[config.mk]
export PLATFORM = sky130hd
export DESIGN_NAME = flash_sector_write_protect
export DESIGN_NICKNAME = d
export VERILOG_FILES = /design/src/hw/sector_region_check.v /design/src/hw/flash_sector_write_protect.v
export VERILOG_INCLUDE_DIRS = /design/src /design/src/shared
export SDC_FILE = /design/constraint.sdc
export NUM_CORES = 1
export LEC_CHECK = 0
export BUFFER_PORTS_ARGS = -buffer_cell sky130_fd_sc_hd__buf_4
export CELL_PAD_IN_SITES_DETAIL_PLACEMENT = 1
export CELL_PAD_IN_SITES_GLOBAL_PLACEMENT = 1
export CORE_UTILIZATION = 40
export CTS_CLUSTER_SIZE = 24
export DETAILED_ROUTE_END_ITERATION = 16
export PLACE_DENSITY = 0.79
export SLEW_MARGIN = 5
export SYNTH_ARGS = -nofsm -noshare
export SYNTH_HDL_FRONTEND = slang
export SYNTH_SLANG_ARGS = --single-unit
export TNS_END_PERCENT = 5
[constraint.sdc]
create_clock -name core_clk -period 4.4 [get_ports core_clk]
set_input_delay 0.88 -clock core_clk [delete_from_list [all_inputs] [get_ports core_clk]]
set_output_delay 0.88 -clock core_clk [all_outputs]
set_load 0.005 [all_outputs]
[src/shared/flash_protect_defs.vh]
// Constants for the flash sector write-protect block
//
// How it works
// Subsectors are aligned 4KB address ranges
// Modifying commands need whole-byte clock counts
// Write enable latch must be set first
// Sector write-lock bit blocks program/erase
// Lock-down freezes write-lock until reset
// Lock bits change only by lock-write command
// Top select zero protects upper sectors
// Top select one protects lower sectors
// Write-protect pin low freezes protect bits; the code ignores the pin while quad_mode is high
// Geometry: 64 sectors, 1024 subsectors, 256B pages
// Any protected covered sector refuses the request
// Reset clears all lock and lock-down bits
`ifndef FLASH_PROTECT_DEFS_VH
`define FLASH_PROTECT_DEFS_VH

// ----------------------------------------------------------------
// Geometry
// ----------------------------------------------------------------
`define SECTOR_LSB      16
`define SECTOR_MSB      21
`define SUBSECTOR_LSB   12
`define SECTOR_COUNT    64
`define LAST_SECTOR     6'h3f

// ----------------------------------------------------------------
// Command opcodes on the request port
// ----------------------------------------------------------------
`define OP_WRITE_ENABLE   3'h0
`define OP_WRITE_DISABLE  3'h1
`define OP_PROGRAM        3'h2
`define OP_SUBSECT_ERASE  3'h3
`define OP_SECTOR_ERASE   3'h4
`define OP_BULK_ERASE     3'h5
`define OP_WRITE_STATUS   3'h6
`define OP_WRITE_LOCK     3'h7

// ----------------------------------------------------------------
// Verdict reason codes
// ----------------------------------------------------------------
`define WHY_OK        3'h0
`define WHY_FRAMING   3'h1
`define WHY_NO_WEL    3'h2
`define WHY_LOCKED    3'h3
`define WHY_AREA      3'h4
`define WHY_WP_PIN    3'h5
`define WHY_LOCKDOWN  3'h6

// ----------------------------------------------------------------
// Register offsets and fields
// ----------------------------------------------------------------
`define REG_STATUS    4'h0
`define REG_LOCK_SEL  4'h4
`define REG_LOCK_VIEW 4'h8
`define REG_VERDICT   4'hc
`define REG_CTRL      4'h0
`define CTRL_OFFSET   4'h0
`define REG_CONTROL   4'h0
`define CTRL_ADDR     5'h10
`define CTRL_WP_EN    0
`define CTRL_RESET    1'h1
`define LOCK_WL_BIT   0
`define LOCK_LD_BIT   1

`endif

[src/hw/sector_region_check.v]
// Block-protect region decode over a range of sectors
`timescale 1ns/1ps
`default_nettype none
module sector_region_check (
  input  wire [2:0] size_code,
  input  wire       from_bottom,
  input  wire [5:0] first_sector,
  input  wire [5:0] last_sector,
  output reg        hit
);
  reg [6:0] count;
  reg [6:0] bound;

  // ----------------------------------------------------------------
  // Number of protected sectors, then overlap with the range
  // ----------------------------------------------------------------
  always @* begin
    count = 7'h00;
    bound = 7'h00;
    hit   = 1'b0;
    case (size_code)
      3'h0: count = 7'h00;
      3'h7: count = 7'h40;
      default: count = 7'h01 << (size_code - 3'h1);
    endcase
    if (count != 7'h00) begin
      if (from_bottom) begin
        hit = {1'b0, first_sector} < count;
      end else begin
        bound = 7'h40 - count;
        hit = {1'b0, last_sector} >= bound;
      end
    end
  end
endmodule
`default_nettype wire

[src/hw/flash_sector_write_protect.v]
// Write-protect decision and sector lock state for the serial flash
`timescale 1ns/1ps
`default_nettype none
`include "flash_protect_defs.vh"
module flash_sector_write_protect #(
  parameter ADDR_W = 24
) (
  input  wire              core_clk,
  input  wire              rst_n,
  // Command request from the protocol engine
  input  wire              cmd_valid,
  input  wire [2:0]        cmd_op,
  input  wire [ADDR_W-1:0] cmd_addr,
  input  wire [15:0]       cmd_bits,
  input  wire [7:0]        cmd_data,
  input  wire              quad_mode,
  input  wire              wp_pin_n,
  // Verdict
  output reg               verdict_valid,
  output reg               verdict_grant,
  output reg  [2:0]        verdict_reason,
  output reg  [2:0]        verdict_op,
  output reg  [9:0]        verdict_subsector,
  output reg               write_enable_latch,
  output reg               protect_size_bit0,
  output reg               protect_size_bit1,
  output reg               protect_size_bit2,
  output reg               top_bottom,
  // Register port
  input  wire [4:0]        reg_addr,
  input  wire [7:0]        reg_wdata,
  input  wire              reg_wr,
  input  wire              reg_rd,
  output reg  [7:0]        reg_rdata
);

  // ----------------------------------------------------------------
  // Pin synchroniser
  // ----------------------------------------------------------------
  reg wp_meta;
  reg wp_sync;
  always @(posedge core_clk) begin
    if (!rst_n) begin
      wp_meta <= 1'b1;
      wp_sync <= 1'b1;
    end else begin
      wp_meta <= wp_pin_n;
      wp_sync <= wp_meta;
    end
  end

  // ----------------------------------------------------------------
  // Sector range of the request
  // ----------------------------------------------------------------
  wire [5:0] cmd_sector    = cmd_addr[`SECTOR_MSB:`SECTOR_LSB];
  wire [9:0] cmd_subsector = cmd_addr[`SECTOR_MSB:`SUBSECTOR_LSB];
  wire       is_bulk       = (cmd_op == `OP_BULK_ERASE);
  wire [5:0] first_sector  = is_bulk ? 6'h00 : cmd_sector;
  wire [5:0] last_sector   = is_bulk ? `LAST_SECTOR : cmd_sector;

  reg  [63:0] write_lock;
  reg  [63:0] lock_down;
  wire [63:0] covered;

  genvar i;
  generate
    for (i = 0; i < `SECTOR_COUNT; i = i + 1) begin : g_cover
      localparam [5:0] IDX = i;
      assign covered[i] = (IDX >= first_sector) &&
                          (IDX <= last_sector);
    end
  endgenerate

  wire lock_hit = |(write_lock & covered);
  wire area_hit;

  sector_region_check u_region (
    .size_code    ({protect_size_bit2, protect_size_bit1,
                    protect_size_bit0}),
    .from_bottom  (top_bottom),
    .first_sector (first_sector),
    .last_sector  (last_sector),
    .hit          (area_hit)
  );

  // ----------------------------------------------------------------
  // Verdict logic
  // ----------------------------------------------------------------
  wire is_array  = (cmd_op == `OP_PROGRAM) ||
                   (cmd_op == `OP_SUBSECT_ERASE) ||
                   (cmd_op == `OP_SECTOR_ERASE) || is_bulk;
  wire is_modify = is_array || (cmd_op == `OP_WRITE_STATUS) ||
                   (cmd_op == `OP_WRITE_LOCK);
  reg  wp_enable;
  // Quad protocol uses the pin as data, so it cannot protect then
  wire wp_active = wp_enable && !wp_sync && !quad_mode;

  reg [2:0] next_reason;
  always @* begin
    next_reason = `WHY_OK;
    if (is_modify) begin
      if (cmd_bits[2:0] != 3'h0)
        next_reason = `WHY_FRAMING;
      else if (!write_enable_latch)
        next_reason = `WHY_NO_WEL;
      else if (is_array && lock_hit)
        next_reason = `WHY_LOCKED;
      else if (is_array && area_hit)
        next_reason = `WHY_AREA;
      else if (cmd_op == `OP_WRITE_STATUS && wp_active)
        next_reason = `WHY_WP_PIN;
      else if (cmd_op == `OP_WRITE_LOCK && lock_down[cmd_sector])
        next_reason = `WHY_LOCKDOWN;
    end
  end

  wire grant = (next_reason == `WHY_OK);

  always @(posedge core_clk) begin
    if (!rst_n) begin
      verdict_valid      <= 1'b0;
      verdict_grant      <= 1'b0;
      verdict_reason     <= `WHY_OK;
      verdict_op         <= `OP_WRITE_ENABLE;
      verdict_subsector  <= 10'h000;
      write_enable_latch <= 1'b0;
      protect_size_bit0  <= 1'b0;
      protect_size_bit1  <= 1'b0;
      protect_size_bit2  <= 1'b0;
      top_bottom         <= 1'b0;
      write_lock         <= 64'h0000000000000000;
      lock_down          <= 64'h0000000000000000;
    end else begin
      verdict_valid <= cmd_valid;
      if (cmd_valid) begin
        verdict_grant     <= grant;
        verdict_reason    <= next_reason;
        verdict_op        <= cmd_op;
        verdict_subsector <= cmd_subsector;
        case (cmd_op)
          `OP_WRITE_ENABLE: begin
            write_enable_latch <= 1'b1;
          end
          `OP_WRITE_DISABLE: begin
            write_enable_latch <= 1'b0;
          end
          `OP_WRITE_STATUS: begin
            if (grant) begin
              protect_size_bit0 <= cmd_data[2];
              protect_size_bit1 <= cmd_data[3];
              protect_size_bit2 <= cmd_data[4];
              top_bottom        <= cmd_data[5];
            end
          end
          `OP_WRITE_LOCK: begin
            if (grant) begin
              write_lock[cmd_sector] <= cmd_data[`LOCK_WL_BIT];
              lock_down[cmd_sector]  <= cmd_data[`LOCK_LD_BIT];
            end
          end
          default: begin
          end
        endcase
        // An executed modify command consumes the latch
        if (is_modify && grant)
          write_enable_latch <= 1'b0;
      end
    end
  end

  // ----------------------------------------------------------------
  // Register port
  // ----------------------------------------------------------------
  reg [5:0] lock_sel;
  always @(posedge core_clk) begin
    if (!rst_n) begin
      lock_sel  <= 6'h00;
      wp_enable <= `CTRL_RESET;
      reg_rdata <= 8'h00;
    end else begin
      if (reg_wr) begin
        if (reg_addr == {1'b0, `REG_LOCK_SEL})
          lock_sel <= reg_wdata[5:0];
        if (reg_addr == `CTRL_ADDR)
          wp_enable <= reg_wdata[`CTRL_WP_EN];
      end
      reg_rdata <= 8'h00;
      if (reg_rd) begin
        case (reg_addr)
          {1'b0, `REG_STATUS}:
            reg_rdata <= {2'h0, top_bottom, protect_size_bit2,
                          protect_size_bit1, protect_size_bit0,
                          wp_sync, write_enable_latch};
          {1'b0, `REG_LOCK_SEL}:
            reg_rdata <= {2'h0, lock_sel};
          {1'b0, `REG_LOCK_VIEW}:
            reg_rdata <= {6'h00, lock_down[lock_sel],
                          write_lock[lock_sel]};
          {1'b0, `REG_VERDICT}:
            reg_rdata <= {1'b0, verdict_op, verdict_grant,
                          verdict_reason};
          `CTRL_ADDR:
            reg_rdata <= {7'h00, wp_enable};
          default:
            reg_rdata <= 8'h00;
        endcase
      end
    end
  end

endmodule
`default_nettype wire

==> metrics.txt <==
most frequent standard cell in the layout excluding fill and tap cells sky130_fd_sc_hd__dfxtp_1; Max Root-Sink Buffers 2; synthesized area per cell 8.91 um^2; largest vdd supply drop 0.183 mV; dominant synthesized flop cell sky130_fd_sc_hd__dfxtp_1; routability cong. 0.960; number of global-route vias before repair 10000; number of enable flip-flop cells after synthesis 0; via/cell ratio 6.62; number of buffers created by CTS 17; overall die area 26400 um^2; met3 Track Usage GR around 5.3%; Worst Setup Start Kind input port; total inserted antenna cells 0; setup repair after global routing missed its margin false; clock tree from TritonCTS built; number of ports placed on the die boundary between 100 and 150; arrival time at the worst endpoint 4.29 ns; net count after synthesis approximately 1200; worst path setup slack after routing ~0.44 ns; global-route track usage on met1 38.2%; combinational group share of total power around 11%; GRT Max-Usage Layer met2; num rows 58; setup skew after layout approximately 0.016 ns; CP endpoint kind flop; Async S/R FF share, synth 0%; leakage power of the design 4.45 nW; clock group share of total power 45.6%; via count between 9000 and 10000; biggest fanout along the worst timing path 24; required time at the endpoint of the critical path 4.73 ns; post-route standard cell area excluding fillers 11700 um^2; number of antenna violations at the first check in global routing 1; setup TNS after final layout 0 ns; netlist area before placement 10300 um^2; number of nets in the final layout 1242; worst hold-check path type flop to flop; Min Clock Period, post-route around 4 ns; HPWL after DPL 25.8 mm; total chip power 3.54 mW; final period utilization 90.1%; max-slew violation count 0; Antenna Violating Nets Remaining 0; 1st-iter DRT viols 1262; post-detailed-routing wire length 38.0 mm; cell at the slowest stage of the critical path sky130_fd_sc_hd__o41ai_1; met2 Track Usage GR ~46%; fraction of final layout cells with drive strength greater than 1 a little under a fifth; Buffers on Ports 69; initial standard-cell utilization of the core 40.8%; number of clock sinks seen by CTS 167; GRT Total Usage 29.2%; final core utilization 46.5%; number of endpoints with negative hold slack in the final report 0; cell area after placement 11100 um^2; max-slew headroom at the worst pin 26.8%; cell chain of the critical path buf_4, mux2_2, a32o_1, o41ai_1, a21oi_1, o31a_1, or3_4, o21ai_4, buf_12, nand3_2, o41ai_2; die boundary height between 150 and 200 um; Internal around 2.5 mW; setup-violating endpoint count in the final report 0; CTS H-tree depth 4; fraction of power consumed by sequential logic 43.3%; number of design rule violations left after detail routing 0; Setup WS pre-CTS 0.147 ns; detailed-router iteration count before antenna repair 5; growth of design area from synthesis to finish 13.8%; count of buffers added by post-CTS timing repair for setup 0; switching power of the nets 1.09 mW; Core ar. 25200 um^2; number of cells produced by synthesis 1154; maximum number of pins on one net before global-route repair 56; die width between 150 and 200 um; Synth Register Bits 167; Max stage delay on crit path 0.56 ns; DR WL/cell 25.2 um; actual slew at the worst max-slew pin approximately 1.1 ns; clock network latency to the later pin of the worst-skew pair between 0.4 and 0.5 ns; clock slew seen by the registers of the worst setup and hold paths 0.08 ns; maximum clock rate around 0.25 GHz; switch share approximately 31%; max-capacitance violation count 0; type of the worst setup path input port to flop; status finished, final reports clean; wire length of the first global-routing pass between 50 and 60 mm; Netlist cell types 80; power density over the cells 303 nW/um^2; hold-fix buffer count after cts 0; post_cts resized 0; Seq/Total Area, Yosys 32.5%; CTS root buffer sky130_fd_sc_hd__clkbuf_16; most frequent cells in the layout sky130_fd_sc_hd__dfxtp_1 (165), sky130_fd_sc_hd__nand2_1 (109), sky130_fd_sc_hd__buf_4 (105), sky130_fd_sc_hd__mux2i_1 (104), sky130_fd_sc_hd__nor2_1 (98); yosys warns 0; final global-route overflow total 0
-- power groups by stage --
stage               registers [mW]  logic (mW)  clock network, mW
global route                  1.53       0.417               1.67
detailed placement            1.57       0.384                  0
CTS                           1.53       0.387               1.62
global placement              1.57       0.378                  0
floorplan                     1.56       0.235                  0
finish                        1.53       0.396               1.61
-- per-stage QoR --
step / cells / hold WS, ns
2_1_floorplan: 1154 / 0.386
3_3_place_gp: 1473 / 0.399
3_5_place_dp: 1473 / 0.407
4_1_cts: 1505 / 0.424
5_1_grt: 1505 / 0.442
6_report: 1505 / 0.421
-- worst paths after layout --
kind | startpoint | end | slack [ns] | cells after the start
setup / recovery | cmd_addr[17] | lock_down[47]$_SDFFE_PN0P_ | 0.44 | 11
hold / removal | wp_meta$_SDFF_PN1_ | wp_sync$_SDFF_PN1_ | 0.42 | 1
setup reg to reg | protect_size_bit0$_SDFFE_PN0P_ | lock_down[47]$_SDFFE_PN0P_ | 0.53 | 15
hold reg to reg | wp_meta$_SDFF_PN1_ | wp_sync$_SDFF_PN1_ | 0.42 | 1
-- critical path, delay by kind of cell --
| kind | cells | cell delay (ns) |
|---|---|---|
| AOI/OAI and AO/OA | 6 | 1.81 |
| and+or+nand+nor | 2 | 0.69 |
| buffers and inverters | 2 | 0.49 |
| muxes | 1 | 0.39 |
-- flip-flops by register name, summed over array words and instances (netlist names), 3 cells and up --
name / flops
lock_down: 64
verdict_op: 3
reg_rdata: 7
lock_sel: 6
write_lock: 64
verdict_reason: 3
verdict_subsector: 10
-- cells by family (layout without fill, tap and decap cells) --
| kind of cell | count (synthesis) | in the layout | share of synthesized area (%) |
|---|---|---|---|
| AO/OA/AOI/OAI | 190 | 190 | 13.2 |
| XOR/XNOR | 3 | 3 | 0.256 |
| adder cells (fa/ha/maj) | 9 | 9 | 1.10 |
| buffers and inverters | 141 | 162 | 6.12 |
| flip-flops | 167 | 167 | 32.5 |
| multiplexers | 158 | 158 | 21.4 |
| other | 1 | 1 | 0.0365 |
| AND/OR/NAND/NOR | 485 | 485 | 25.4 |
-- Yosys cell counts, types with 23 or more instances --
library cell / n / area, um^2
sky130_fd_sc_hd__nand2_1: 111 / 417
sky130_fd_sc_hd__a41oi_1: 23 / 201
sky130_fd_sc_hd__nor2_1: 98 / 368
sky130_fd_sc_hd__clkbuf_1: 68 / 255
sky130_fd_sc_hd__a31oi_1: 41 / 257
sky130_fd_sc_hd__nand4_1: 75 / 469
sky130_fd_sc_hd__dfxtp_1: 167 / 3340
sky130_fd_sc_hd__mux4_2: 49 / 1100
sky130_fd_sc_hd__nor2b_1: 56 / 350
sky130_fd_sc_hd__nand3_1: 25 / 125
sky130_fd_sc_hd__mux2i_1: 104 / 1040
sky130_fd_sc_hd__o21ai_0: 31 / 155
sky130_fd_sc_hd__buf_2: 38 / 190
-- cell type report --
cell class	instances	area, um^2
Inverter	18	67.6
Fill cell	2876	13500
Sequential cell	167	3350
Clock buffer	17	425
Timing Repair Buffer	112	928
Multi-Input combinational cell	846	6320
Clock inverter	15	206
Tap cell	330	413
-- per-layer routing --
metal,share of wire (%),wire [um]
met5,0.032,12
met4,4.0,1530
met3,8.0,3040
met2,47,17700
met1,41,15700
(Power assumes the default switching activity.)
